File: src/inc/cfrs_pkg.sv
// constants, states and timing figures shared by the clock fanout and reset stretcher
`default_nettype none
package cfrs_pkg;
  // ----------------------------------------------------------------
  // clock and timing
  // ----------------------------------------------------------------
  localparam int MCLK_PERIOD_NS = 100;
  localparam int RST_MIN_PULSE_NS = 10;
  // least time rounds up, never below one cycle
  localparam int RST_MIN_PULSE_RAW = (RST_MIN_PULSE_NS + MCLK_PERIOD_NS - 1) / MCLK_PERIOD_NS;
  localparam int RST_MIN_PULSE_CYC = (RST_MIN_PULSE_RAW < 1) ? 1 : RST_MIN_PULSE_RAW;
  // oscillator tick divider: one tick per TICK_DIV clock cycles
  localparam int TICK_DIV = 1;
  localparam int DIV_W = 1;
  localparam logic [DIV_W-1:0] DIV_LAST = DIV_W'(TICK_DIV - 1);
  localparam logic [DIV_W-1:0] DIV_ZERO = 1'h0;
  localparam logic [DIV_W-1:0] DIV_ONE = 1'h1;
  // ----------------------------------------------------------------
  // oscillator phase: bit0 double rate, bit1 primary, bit2 half rate
  // ----------------------------------------------------------------
  localparam int PH_W = 3;
  localparam int PH_DBL = 0;
  localparam int PH_PRI = 1;
  localparam int PH_HALF = 2;
  localparam logic [PH_W-1:0] PH_ALIGN = 3'h0;
  localparam logic [PH_W-1:0] PH_RELOAD = 3'h1;
  localparam logic [PH_W-1:0] PH_ONE = 3'h1;
  localparam logic [1:0] PH_PRI_WRAP = 2'h3;
  localparam int NUM_PRI = 3;
  // ----------------------------------------------------------------
  // lock detection
  // ----------------------------------------------------------------
  localparam int LOCK_CW = 3;
  localparam logic [LOCK_CW-1:0] LOCK_EDGES = 3'h4;
  localparam logic [LOCK_CW-1:0] LOCK_ONE = 3'h1;
  localparam logic [LOCK_CW-1:0] LOCK_ZERO = 3'h0;
  localparam int WD_W = 5;
  // two feedback periods without a reference edge means lock is gone
  localparam logic [WD_W-1:0] REF_TIMEOUT = WD_W'(2 * 8 * TICK_DIV);
  localparam logic [WD_W-1:0] WD_ONE = 5'h01;
  localparam logic [WD_W-1:0] WD_ZERO = 5'h00;
  // ----------------------------------------------------------------
  // reset stretch
  // ----------------------------------------------------------------
  localparam int STRETCH_CYCLES = 1024;
  localparam int CNT_W = 10;
  localparam logic [CNT_W-1:0] STRETCH_LAST = CNT_W'(STRETCH_CYCLES - 1);
  localparam logic [CNT_W-1:0] CNT_ZERO = 10'h000;
  localparam logic [CNT_W-1:0] CNT_ONE = 10'h001;
  typedef enum logic [1:0] {
    ST_LOCKWAIT,
    ST_HOLD,
    ST_STRETCH,
    ST_RUN
  } cfrs_state_t;
endpackage
`default_nettype wire

File: src/hw/cfrs_clkgen.sv
// digital oscillator: tick divider and three-bit output phase counter
`default_nettype none
module cfrs_clkgen (
  input wire logic clk,
  input wire logic srst,
  input wire logic run,
  input wire logic realign,
  output logic tick,
  output logic [cfrs_pkg::PH_W-1:0] phase
);
  import cfrs_pkg::*;

  logic [DIV_W-1:0] div_reg;
  logic [DIV_W-1:0] div_next;
  logic [PH_W-1:0] phase_reg;
  logic [PH_W-1:0] phase_next;

  // ------------------------------------------------------------
  // next state
  // ------------------------------------------------------------
  // a stopped oscillator freezes the phase, so outputs stay static
  always_comb begin
    div_next = div_reg;
    phase_next = phase_reg;
    tick = run && (div_reg == DIV_LAST);
    if (realign) begin
      // snap to the reference edge; this cycle counts as phase zero
      div_next = DIV_ZERO;
      phase_next = PH_RELOAD;
    end else if (run) begin
      if (tick) begin
        div_next = DIV_ZERO;
        phase_next = phase_reg + PH_ONE;
      end else begin
        div_next = div_reg + DIV_ONE;
      end
    end
  end

  // registers
  always_ff @(posedge clk) begin
    if (srst) begin
      div_reg <= DIV_ZERO;
      phase_reg <= PH_ALIGN;
    end else begin
      div_reg <= div_next;
      phase_reg <= phase_next;
    end
  end

  assign phase = phase_reg;
endmodule
`default_nettype wire

File: src/hw/cfrs_top.sv
// clock fanout with lock detection, test mode and open-drain reset stretcher
`default_nettype none
module cfrs_top (
  input wire logic MCLK,
  input wire logic SRST,
  input wire logic SYNC,
  input wire logic PLL_EN,
  input wire logic RST_REQ_N,
  output logic [cfrs_pkg::NUM_PRI-1:0] PRIMARY_CLOCK_OUTPUTS,
  output logic INVERTED_CLOCK_OUT,
  output logic DOUBLE_RATE_CLOCK_OUT,
  output logic HALF_RATE_CLOCK_OUT,
  output logic LOCK_RST_N_O,
  output logic LOCK_RST_N_OE
);
  import cfrs_pkg::*;

  // ----------------------------------------------------------------
  // declarations
  // ----------------------------------------------------------------
  logic tick;
  logic [PH_W-1:0] phase;
  logic realign;
  logic ref_rise;
  logic pri_edge;
  logic sync_d_reg;
  logic sync_d_next;
  logic locked_reg;
  logic locked_next;
  logic [LOCK_CW-1:0] good_reg;
  logic [LOCK_CW-1:0] good_next;
  logic [WD_W-1:0] wd_reg;
  logic [WD_W-1:0] wd_next;
  logic [NUM_PRI-1:0] pri_reg;
  logic [NUM_PRI-1:0] pri_next;
  logic inv_reg;
  logic inv_next;
  logic dbl_reg;
  logic dbl_next;
  logic half_reg;
  logic half_next;
  logic tst_half_reg;
  logic tst_half_next;
  cfrs_state_t st_reg;
  cfrs_state_t st_next;
  logic [CNT_W-1:0] cnt_reg;
  logic [CNT_W-1:0] cnt_next;
  logic oe_reg;
  logic oe_next;
  logic od_reg;

  // ----------------------------------------------------------------
  // oscillator
  // ----------------------------------------------------------------
  // the whole three-bit phase is the feedback that the lock loop compares against zero
  cfrs_clkgen u_clkgen (
    .clk(MCLK),
    .srst(SRST),
    .run(PLL_EN),
    .realign(realign),
    .tick(tick),
    .phase(phase)
  );

  // ----------------------------------------------------------------
  // reference edge and lock detection
  // ----------------------------------------------------------------
  // reference is sampled directly; a rise is seen on the first edge that samples it high,
  // so the feedback phase target is zero, with no delay to absorb
  assign ref_rise = SYNC && !sync_d_reg;
  // misaligned feedback forces the oscillator back onto the reference
  assign realign = PLL_EN && ref_rise && (phase != PH_ALIGN);
  // a primary rising edge is the phase wrapping past three in its low bits
  assign pri_edge = tick && (phase[PH_PRI:PH_DBL] == PH_PRI_WRAP);

  // lock needs a run of aligned edges; any miss or timeout drops it
  always_comb begin
    sync_d_next = SYNC;
    locked_next = locked_reg;
    good_next = good_reg;
    wd_next = wd_reg;
    if (!PLL_EN) begin
      // test mode: no loop, so no lock is claimed
      locked_next = 1'b0;
      good_next = LOCK_ZERO;
      wd_next = WD_ZERO;
    end else if (ref_rise) begin
      wd_next = WD_ZERO;
      if (realign) begin
        locked_next = 1'b0;
        good_next = LOCK_ZERO;
      end else if (good_reg == LOCK_EDGES) begin
        locked_next = 1'b1;
      end else begin
        good_next = good_reg + LOCK_ONE;
      end
    end else if (wd_reg == REF_TIMEOUT) begin
      // reference vanished or runs too slow for the loop
      locked_next = 1'b0;
      good_next = LOCK_ZERO;
    end else begin
      wd_next = wd_reg + WD_ONE;
    end
  end

  // lock registers
  always_ff @(posedge MCLK) begin
    if (SRST) begin
      sync_d_reg <= 1'b0;
      locked_reg <= 1'b0;
      good_reg <= LOCK_ZERO;
      wd_reg <= WD_ZERO;
    end else begin
      sync_d_reg <= sync_d_next;
      locked_reg <= locked_next;
      good_reg <= good_next;
      wd_reg <= wd_next;
    end
  end

  // ----------------------------------------------------------------
  // clock outputs
  // ----------------------------------------------------------------
  // primary, double and half rate outputs rise and the inverted one falls when the phase returns to zero; test mode
  // passes the reference straight through, halved on the half rate output, so any input rate up to half of MCLK works
  always_comb begin
    tst_half_next = tst_half_reg;
    if (PLL_EN) begin
      pri_next = {NUM_PRI{~phase[PH_PRI]}};
      inv_next = phase[PH_PRI];
      dbl_next = ~phase[PH_DBL];
      half_next = ~phase[PH_HALF];
    end else begin
      if (ref_rise) begin
        tst_half_next = ~tst_half_reg;
      end
      pri_next = {NUM_PRI{SYNC}};
      inv_next = ~SYNC;
      dbl_next = SYNC;
      half_next = tst_half_reg;
    end
  end

  // one flop per primary output keeps their skew identical
  genvar g;
  generate
    for (g = 0; g < NUM_PRI; g++) begin : g_pri
      always_ff @(posedge MCLK) begin
        if (SRST) begin
          pri_reg[g] <= 1'b0;
        end else begin
          pri_reg[g] <= pri_next[g];
        end
      end
    end
  endgenerate

  // remaining clock registers
  always_ff @(posedge MCLK) begin
    if (SRST) begin
      inv_reg <= 1'b1;
      dbl_reg <= 1'b0;
      half_reg <= 1'b0;
      tst_half_reg <= 1'b0;
    end else begin
      inv_reg <= inv_next;
      dbl_reg <= dbl_next;
      half_reg <= half_next;
      tst_half_reg <= tst_half_next;
    end
  end

  // ----------------------------------------------------------------
  // reset stretcher
  // ----------------------------------------------------------------
  // the request is sampled once per cycle: a low shorter than one clock
  // period can be missed, so the far side must stretch it to a full cycle
  always_comb begin
    st_next = st_reg;
    cnt_next = cnt_reg;
    unique case (st_reg)
      ST_LOCKWAIT: begin
        if (!RST_REQ_N) begin
          st_next = ST_HOLD;
        end else if (locked_reg) begin
          st_next = ST_STRETCH;
          cnt_next = CNT_ZERO;
        end
      end
      ST_HOLD: begin
        if (RST_REQ_N && locked_reg) begin
          st_next = ST_STRETCH;
          cnt_next = CNT_ZERO;
        end else if (RST_REQ_N) begin
          st_next = ST_LOCKWAIT;
        end
      end
      ST_STRETCH: begin
        if (!RST_REQ_N) begin
          st_next = ST_HOLD;
        end else if (!locked_reg) begin
          st_next = ST_LOCKWAIT;
        end else if (pri_edge) begin
          if (cnt_reg == STRETCH_LAST) begin
            st_next = ST_RUN;
          end else begin
            cnt_next = cnt_reg + CNT_ONE;
          end
        end
      end
      ST_RUN: begin
        if (!RST_REQ_N) begin
          st_next = ST_HOLD;
        end else if (!locked_reg) begin
          st_next = ST_LOCKWAIT;
        end
      end
    endcase
    // the pin is pulled low in every state but the released one
    oe_next = (st_next != ST_RUN);
  end

  // stretcher registers; the data bit never drives high, the pull-up does
  always_ff @(posedge MCLK) begin
    if (SRST) begin
      st_reg <= ST_LOCKWAIT;
      cnt_reg <= CNT_ZERO;
      oe_reg <= 1'b1;
      od_reg <= 1'b0;
    end else begin
      st_reg <= st_next;
      cnt_reg <= cnt_next;
      oe_reg <= oe_next;
      od_reg <= 1'b0;
    end
  end

  assign PRIMARY_CLOCK_OUTPUTS = pri_reg;
  assign INVERTED_CLOCK_OUT = inv_reg;
  assign DOUBLE_RATE_CLOCK_OUT = dbl_reg;
  assign HALF_RATE_CLOCK_OUT = half_reg;
  assign LOCK_RST_N_O = od_reg;
  assign LOCK_RST_N_OE = oe_reg;
endmodule
`default_nettype wire

File: config.mk
export PLATFORM = sky130hd
export DESIGN_NAME = cfrs_top
export DESIGN_NICKNAME = d
export VERILOG_FILES = /design/src/inc/cfrs_pkg.sv /design/src/hw/cfrs_clkgen.sv /design/src/hw/cfrs_top.sv
export SDC_FILE = /design/constraint.sdc
export NUM_CORES = 1
export LEC_CHECK = 0
export BUFFER_PORTS_ARGS = -buffer_cell sky130_fd_sc_hd__buf_4
export CAP_MARGIN = 10
export CORE_MARGIN = 2
export CORE_UTILIZATION = 40
export CTS_CLUSTER_SIZE = 14
export DETAILED_ROUTE_END_ITERATION = 8
export PLACE_DENSITY = 0.63
export SLEW_MARGIN = 10
export SYNTH_ARGS = -nofsm -noshare
export SYNTH_HDL_FRONTEND = slang
export SYNTH_SLANG_ARGS = --single-unit
File: constraint.sdc
create_clock -name MCLK -period 2.3 [get_ports MCLK]
set_input_delay 0 -clock MCLK [delete_from_list [all_inputs] [get_ports MCLK]]
set_output_delay 0 -clock MCLK [all_outputs]
set_load 0.01 [all_outputs]
Word level (Yosys, flattened, before mapping)

Index checks and enable logic that the tools add are counted.

Add/subtract/negate cells: 5
Eq/ne operators: 17
Mux-type cells: 35
Bitwise operators: 7
Reductions and logical operators: 22

Operators with widths:

| cell                                           | number |
|---|---|
| two-way mux 10 bit                             | 7 |
| one-hot mux 10 bit (3 select lines)            | 1 |
| two-way mux 2 bit                              | 10 |
| != test 2 bit (second input constant)          | 8 |
| two-way mux 3 bit                              | 5 |
| two-way mux 1 bit                              | 11 |
| adder 10 x 1 -> 10 bit (second input constant) | 1 |
| equality test 10 bit (second input constant)   | 1 |
| AND reduction 2 bit                            | 5 |
| one-hot mux 2 bit (4 select lines)             | 1 |
| AND reduction 8 bit                            | 1 |
| NOT 1 bit                                      | 7 |
| adder 3 x 1 -> 3 bit (second input constant)   | 2 |
| equality test 2 bit (second input constant)    | 3 |
| logical AND 1 bit                              | 6 |
| nonzero test 2 bit                             | 3 |
| nonzero test 3 bit                             | 2 |
| adder 5 x 1 -> 5 bit (second input constant)   | 1 |
| equality test 5 bit (second input constant)    | 1 |
| OR reduction 2 bit                             | 2 |
| equality test 3 bit (second input constant)    | 1 |
| != test 3 x 2 -> 1 bit (second input constant) | 1 |
| != test 3 bit (second input constant)          | 1 |
| OR reduction 3 bit                             | 1 |
| other kinds (4)                                | 4 |

Register bits after elaboration: 34
Input bits: 5
Output and inout port bits: 8
Word-level logic and storage cells: 103

Depth between registers and ports, before layout

Gate-level depths: netlist of the first run.

Depth after elaboration: 8
Gate-level depth with buffers: 6
Gate-level depth less buffers: 6

By module

Synthesis of the first run repeated with hierarchy kept, for this count alone.

Cell total of the unflattened synthesis: 172
Area total of the unflattened synthesis: 1567.8 um2

Modules (own cells, without submodules):

| module      | times used | cells each | area an instance (um2) | seq. area each (um2) |
|---|---|---|---|---|
| cfrs_top    | 1          | 157        | 1398.8                 | 560.5 |
| cfrs_clkgen | 1          | 15         | 168.9                  | 80.1 |

Least setup slack after synthesis of the first run

OpenSTA, ideal clock, no wires.

Kind: flip-flop to flip-flop
Start: register u_clkgen.phase_reg[0] (netlist: u_clkgen.phase[0])
End: register cnt_reg[4]
Setup time: 0.070 ns
Data arrival time: 1.577 ns
Data required time: 2.230 ns
Path slack: 0.653 ns
Stages on the path, launching flop included: 7
Path buffers: 1
Period minus slack after synthesis: 1.647 ns
Cells stage by stage: dfxtp_1 -> ha_1 -> and4b_4 -> a21oi_2 -> buf_6 -> or4_1 -> a21oi_1

Word-level cells in the longest chain between the ends: 4

Ends and longest elaborated chain:

| element                              | RTL line          | source |
|---|---|---|
| start: declaration                   | cfrs_clkgen.sv:15 | `logic [PH_W-1:0] phase_reg;` |
| start signal: assignment             | cfrs_clkgen.sv:47 | `phase_reg <= phase_next;` |
| equality test 2 bit                  | cfrs_top.sv:74    | `assign pri_edge = tick && (phase[PH_PRI:PH_DBL] == PH_PRI_WRAP);` |
| logical AND 1 bit                    | cfrs_top.sv:74    |  |
| != test 2 bit (no source line)       | -                 |  |
| AND reduction 8 bit (no source line) | -                 |  |
| end signal: assignment               | cfrs_top.sv:232   | `cnt_reg <= cnt_next;` |
| end: declaration                     | cfrs_top.sv:46    | `logic [CNT_W-1:0] cnt_reg;` |

No other way between the ends.
A chain may end at the register's enable or synchronous reset.

Worst setup path in the final report of the first run

Start: register u_clkgen.phase_reg[0] (netlist: u_clkgen.phase[0])
End: register cnt_reg[0]

The elaborated chain is that of the path after synthesis.

==> results of run 1 <==
[area by class of cell]
class	count	area, um2
clock buffer	6	82.6
clock inverter	2	10.0
fill	377	2110
inverter	16	60.1
multi-input combinational	130	860
sequential	32	641
tap	50	62.6
timing repair buffer	14	113
[critical path: stages (launching register included)]
cell and delay, ns:
dfxtp_1 0.37, ha_1 0.20, and4b_4 0.27, o311ai_0 0.16, or4b_1 0.54, o22ai_1 0.18
[through the flow]
stage	power [uW]	cells
final	1120	250
after global routing	1170	250
after CTS	1140	250
after detailed placement	682	239
after global placement	681	239
after floorplan	653	187
[cell usage after synthesis (all sizes together), types with 4 or more instances]
| cell | count | area [um2] |
|---|---|---|
| a21oi | 14 | 73.8 |
| buf | 6 | 50.0 |
| dfxtp | 32 | 641 |
| ha | 7 | 87.6 |
| inv | 16 | 60.1 |
| mux2i | 4 | 40.0 |
| nand2 | 11 | 41.3 |
| nand2b | 9 | 56.3 |
| nand3 | 9 | 45.0 |
| nor2 | 13 | 48.8 |
| o21ai | 6 | 30.0 |
| o31ai | 5 | 37.5 |
| or3 | 6 | 37.5 |
| xnor2 | 4 | 35.0 |
[power groups by stage]
stage	sequential (uW)	combinational (uW)	clock (uW)
2_1_floorplan	592	61.0	0
3_3_place_gp	590	91.1	0
3_5_place_dp	591	91.1	0
4_1_cts	578	95.7	463
5_1_grt	580	109	479
6_report	578	94.5	450
[cells by family after synthesis]
| kind of cell | synth area share (%) |
|---|---|
| AND/OR/NAND/NOR | 23.0 |
| other | 0.231 |
| buffers and inverters | 7.48 |
| flip-flops | 39.5 |
| adder cells (fa/ha/maj) | 5.40 |
| XOR/XNOR | 3.24 |
| AO/OA/AOI/OAI | 18.7 |
| multiplexers | 2.47 |
[worst paths after layout]
| path | start | end | slack (ns) | cells past startpoint |
|---|---|---|---|---|
| max | u_clkgen.phase[0]$_SDFFE_PP0P_ | cnt_reg[0]$_SDFFE_PP0P_ | 0.51 | 5 |
| min | SRST | u_clkgen.phase[0]$_SDFFE_PP0P_ | 0.04 | 2 |
| max reg2reg | u_clkgen.phase[0]$_SDFFE_PP0P_ | cnt_reg[0]$_SDFFE_PP0P_ | 0.51 | 5 |
| min reg2reg | cnt_reg[8]$_SDFFE_PP0P_ | cnt_reg[8]$_SDFFE_PP0P_ | 0.48 | 2 |
[per-layer routing]
layer | routed length [um] | share of wire [%]
met1 | 1590 | 52
met2 | 1310 | 42
met3 | 125 | 4.1
met4 | 57 | 1.8
met5 | 0 | 0
[repair_timing]
action                    in CTS  in global routing
hold buffers                   3                  0
hold endpoints to repair       3                  0
resized for setup              0                  0
==> results.tsv, run 1 <==
stage	metric	value	unit
run_status	status	finished, final reports clean	
power_and_ir_drop	clock share of power	40.1	%
layout	nets	211	
layout	commonest non-fill, non-tap cells in the layout	dfxtp_1, inv_1, a21oi_1, nor2_1	
place	placed cell area	0.00171	mm2
sta	final setup violation count	0	
cts	worst-skew pair later-pin latency	0.29	ns
sta	Final min period	1.79	ns
route	1st-pass router iterations	4	
power_and_ir_drop	Seq pwr share	51.5	%
logic_synthesis	number of synthesis warnings	0	
floorplan	die width	67.7	um
layout	fin util	46.4	%
route	Avg Vias per Cell	5.24	
cts	Root Driver	clkbuf_8	
cts	CTS H-tree lvls	2	
route	Routed Antenna Nets	0	
cts	CTS Buf Count	5	
sta	Max Slew Vio Count	0	
floorplan	Ports	13	
floorplan	core box area	0.00394	mm2
layout	Ant. Diodes	0	
power_and_ir_drop	Internal	849	uW
route	Iteration-0 DRC Markers	98	
layout	commonest non-fill, non-tap cell in the layout	dfxtp_1	
layout	max reg flops	10	
power_and_ir_drop	Peak supply drop	0.330	mV
sta	worst setup margin	0.508	ns
critical_path	critical path arrival	2.00	ns
sta	Hold Fails Final Rpt	0	
global_route	gr busiest metal	met2	
logic_synthesis	syn_nets	199	
sta	relative slew slack	56.6	%
place	GPL Wtd Cong	0.821	
layout	layout cell share with drive strength beyond 1	10.5	%
global_route	first-pass GRT wire length	5270	um
sta	worst hold slack	0.0352	ns
logic_synthesis	Mapped Cells	187	
place	dpl ws	0.548	ns
cts	clock-pin slew of the registers on the worst-case setup and hold paths	0.06	ns
sta	FMAX	0.558	GHz
floorplan	Die Area	0.00458	mm2
floorplan	die height	67.7	um
global_route	M3 GR Usage	5.00	%
logic_synthesis	Synth cell types	48	
route	via count	1310	
power_and_ir_drop	Net Sw Frac	24.4	%
floorplan	Rows	23	
layout	Synth-to-Final Area Change	12.7	%
route	Total Wirelength	3090	um
hold_path	HP Class	primary input to flop	
logic_synthesis	Mapped Area	0.00162	mm2
critical_path	Critical Path Fanout Max	3	
sta	setup TNS	0	ns
critical_path	CP Capture Type	flop	
power_and_ir_drop	Psw	274	uW
global_route	vias in the first global route	1160	
logic_synthesis	top_reg_cell synth	dfxtp_1	
place	Post-DP HPWL	2150	um
global_route	GR Util met1	20.8	%
run	number of max-cap violations	0	
sta	Tcrit/Tclk final	77.9	%
global_route	largest net degree at the start of global routing	20	
cts	clk buf depth	2	
logic_synthesis	Seq cells post-synth	32	
global_route	GRT Util Overall	15.5	%
power_and_ir_drop	Pwr per Cell Area	614	mW/mm2
global_route	initial antenna violation count	0	
power_and_ir_drop	P_leak	0.000655	uW
route	drc violations	0	
place	Port Buffers	11	
sta	RSZ-0062 raised after global routing	no	
global_route	GRT overflow	0	
cts	clock sink count	32	
global_route	GR Util met2	22.5	%
logic_synthesis	synthesized area per cell	8.67	um2
logic_synthesis	fraction of the yosys area taken by sequential cells	39.5	%
critical_path	CP Launch Type	flop	
floorplan	Initial Utilization	41.1	%
route	Avg WL per Cell	12.3	um
sta	worst slew pin tran	0.644	ns
critical_path	WP data required	2.51	ns
critical_path	WS Path Type	flop to flop	
cts	TritonCTS clock tree	yes	
cts	Post-CTS Setup Inserts	0	
sta	Clock Skew	0.0101	ns
logic_synthesis	EDFF count, synth	0	
layout	fin area	0.00183	mm2
logic_synthesis	share of flip-flops with an asynchronous set or reset	0	%
power_and_ir_drop	combinational share of power	8.4	%
Power figures use the tool's default switching activity.
==> run 2: changes to the inputs <==
--- a/config.mk
+++ b/config.mk
@@ -5,6 +5,7 @@
 export SDC_FILE = /design/constraint.sdc
 export NUM_CORES = 1
 export LEC_CHECK = 0
+export ABC_AREA = 1
 export BUFFER_PORTS_ARGS = -buffer_cell sky130_fd_sc_hd__buf_4
 export CAP_MARGIN = 10
 export CORE_MARGIN = 2
==> constraint.sdc (replaced) <==
create_clock -name MCLK -period 1.79 [get_ports MCLK]
set_input_delay 0 -clock MCLK [delete_from_list [all_inputs] [get_ports MCLK]]
set_output_delay 0 -clock MCLK [all_outputs]
set_load 0.01 [all_outputs]
==> results.tsv, run 2 <==
stage	metric	value	unit	change
route	via count	1433		+9.4%
power_and_ir_drop	P_leak	0.000854	uW	+31%
cts	clock sink count	32		unchanged
critical_path	CP Launch Type	flop		
place	Port Buffers	11		unchanged
sta	final setup violation count	0		unchanged
logic_synthesis	most frequent cell after synthesis	nand2_1		
logic_synthesis	EDFF count, synth	0		unchanged
logic_synthesis	Synth cell types	30		-38%
cts	Root Driver	clkbuf_8		
logic_synthesis	Synth top area share	38.0	%	-1.5 points
floorplan	Initial Utilization	41.8	%	+0.67 points
layout	commonest non-fill, non-tap cells in the layout	nand2_1, inv_1, dfxtp_1		
route	drc violations	0		unchanged
sta	Max Slew Vio Count	0		unchanged
cts	TritonCTS clock tree	yes		
critical_path	WP data required	1.96	ns	-0.55 ns
layout	Synth-to-Final Area Change	14.8	%	
layout	Fillers	422		+12%
layout	commonest non-fill, non-tap cell in the layout	nand2_1		
logic_synthesis	Area contributors post-synth	dfxtp_1, nand2_1, inv_1		
floorplan	Die Area	0.00475	mm2	+3.6%
sta	FMAX	0.630	GHz	+13%
cts	PostCTS Resize Cnt	0		unchanged
floorplan	Ports	13		unchanged
global_route	GRT Util Overall	15.4	%	-0.076 points
layout	layout cell share with drive strength beyond 1	13.8	%	+3.3 points
sta	setup TNS	0	ns	unchanged
place	Post-DP HPWL	2320	um	+7.9%
logic_synthesis	Mapped Cells	243		+30%
floorplan	Rows	23		unchanged
sta	Hold Fails Final Rpt	0		unchanged
cts	worst-skew pair later-pin latency	0.28	ns	about the same
global_route	GRT overflow	0		unchanged
critical_path	critical path arrival	1.76	ns	-0.24 ns
route	Total Wirelength	3190	um	+3.4%
route	Iteration-0 DRC Markers	45		-54%
sta	Clock Skew	0.00725	ns	-0.00289 ns
layout	Ant. Diodes	0		unchanged
critical_path	CP Capture Type	flop		
hold_path	HP Class	primary input to flop		
logic_synthesis	share of flip-flops with an asynchronous set or reset	0	%	unchanged
global_route	vias in the first global route	1292		+11%
global_route	initial antenna violation count	0		unchanged
logic_synthesis	fraction of the yosys area taken by sequential cells	38.0	%	-1.5 points
power_and_ir_drop	Pwr per Cell Area	791	mW/mm2	+29%
sta	Final min period	1.59	ns	-0.204 ns
critical_path	Critical Path Fanout Max	6		+3
sta	Tcrit/Tclk final	88.7	%	+11 points
run	number of max-cap violations	0		unchanged
floorplan	core box area	0.00403	mm2	+2.2%
floorplan	die height	68.9	um	+1.8%
sta	worst setup margin	0.202	ns	-0.306 ns
place	cell count after placement	299		+25%
logic_synthesis	syn_nets	255		+28%
route	Avg Vias per Cell	4.62		-12%
cts	clock-pin slew of the registers on the worst-case setup and hold paths	0.07	ns	about the same
cts	clk buf depth	2		unchanged
cts	CTS Buf Count	5		unchanged
logic_synthesis	number of synthesis warnings	0		unchanged
logic_synthesis	synthesized area per cell	6.93	um2	-20%
cts	CTS H-tree lvls	2		unchanged
logic_synthesis	commonest cells in the netlist	nand2_1, inv_1, dfxtp_1		
layout	nets	271		+28%
global_route	first-pass GRT wire length	5480	um	+3.9%
sta	RSZ-0062 raised after global routing	no		
route	1st-pass router iterations	4		unchanged
place	dpl ws	0.237	ns	-0.311 ns
layout	Final Instance Count excl. Fillers	310		+24%
run_status	status	finished, final reports clean		
place	GPL Wtd Cong	0.815		-0.68%
critical_path	WS Path Type	flop to flop		
route	Routed Antenna Nets	0		unchanged
logic_synthesis	Mapped Area	0.00168	mm2	+3.9%
logic_synthesis	Seq cells post-synth	32		unchanged
power_and_ir_drop	Peak supply drop	0.758	mV	+130%
layout	max reg flops	10		unchanged
logic_synthesis	top_reg_cell synth	dfxtp_1		
floorplan	die width	68.9	um	+1.8%
global_route	largest net degree at the start of global routing	15		-25%
logic_synthesis	area leader, netlist	dfxtp_1		
route	Avg WL per Cell	10.3	um	-17%
## run 2: cell types whose count changed after synthesis, sizes merged, moves of 5 or more
cell / previous run / this run
nor2: 13 / 36
nand3: 9 / 22
or3: 6 / 0
o31ai: 5 / 0
nand2: 11 / 65
nand2b: 9 / 0
inv: 16 / 37
## run 2: report_power, final
part           leakage [uW]  internal, uW  switching, uW
combinational      0.000539          47.8           62.6
sequential         0.000261           731           14.1
clock             0.0000552           413            261
total              0.000854          1190            338
## run 2: stage by stage
stage	hold WS, ns	utilization [%]	cell area (um2)	total power, uW
after floorplan	0.0723	-	1680	832
after global placement	0.253	44.6	1800	866
after detailed placement	0.253	44.6	1800	866
after CTS	0.0196	48.0	1930	1550
after global routing	0.0393	48.0	1930	1590
final	0.0261	48.0	1930	1530
## run 2: final cells by class
cell class                 instances  area [um2]  area share [%]
multi-input combinational        169         871            45.0
sequential                        32         641            33.1
inverter                          37         139            7.18
timing repair buffer              14         113            5.83
clock buffer                       6        72.6            3.75
tap                               50        62.6            3.24
clock inverter                     2        35.0            1.81
## run 2: logic make-up (layout without fill, tap and decap cells)
kind of cell    count (synthesis)  in the layout  share of synthesized area [%]
compound gates                 26             26                           8.77
xor+xnor                        5              5                           2.60
simple gates                  130            130                           34.9
buf+inv                        42             59                           10.3
fa+ha+maj                       7              7                           5.20
flops                          32             32                           38.0
other cells                     1              1                          0.223
## run 2: final timing paths
kind,from,end,slack (ns),cells past startpoint
setup / recovery,cnt_reg[0]$_SDFFE_PP0P_,LOCK_RST_N_OE$_SDFF_PP1_,0.20,8
hold / removal,SRST,cnt_reg[8]$_SDFFE_PP0P_,0.03,2
setup reg to reg,cnt_reg[0]$_SDFFE_PP0P_,LOCK_RST_N_OE$_SDFF_PP1_,0.20,8
hold reg to reg,u_clkgen.phase[2]$_SDFFE_PP0P_,HALF_RATE_CLOCK_OUT$_SDFF_PP0_,0.48,1
## run 2: worst max-delay path, cell delays in order (launching register included)
cell and delay (ns):
dfxtp_1 0.43, ha_1 0.31, nand2_1 0.09, nor2_1 0.14, nand2_1 0.10, nor2_2 0.12
nand3_1 0.09, a31oi_2 0.15, nand2_1 0.06
## run 2: per-layer routing
layer	GRT usage (%)	vias to the layer above	wire, um	share of wire (%)
met5	0	-	0	0
met4	5.15	0	22	0.69
met3	3.90	2	103	3.2
met2	23.2	19	1350	42
met1	21.5	624	1720	54
li1	-	788	-	-
## run 2: what timing repair did
| item | 4_1_cts | 5_1_grt |
|---|---|---|
| buffers inserted | 0 | 0 |
| endpoints found under the hold margin | 6 | 0 |
| hold buffers | 3 | 0 |
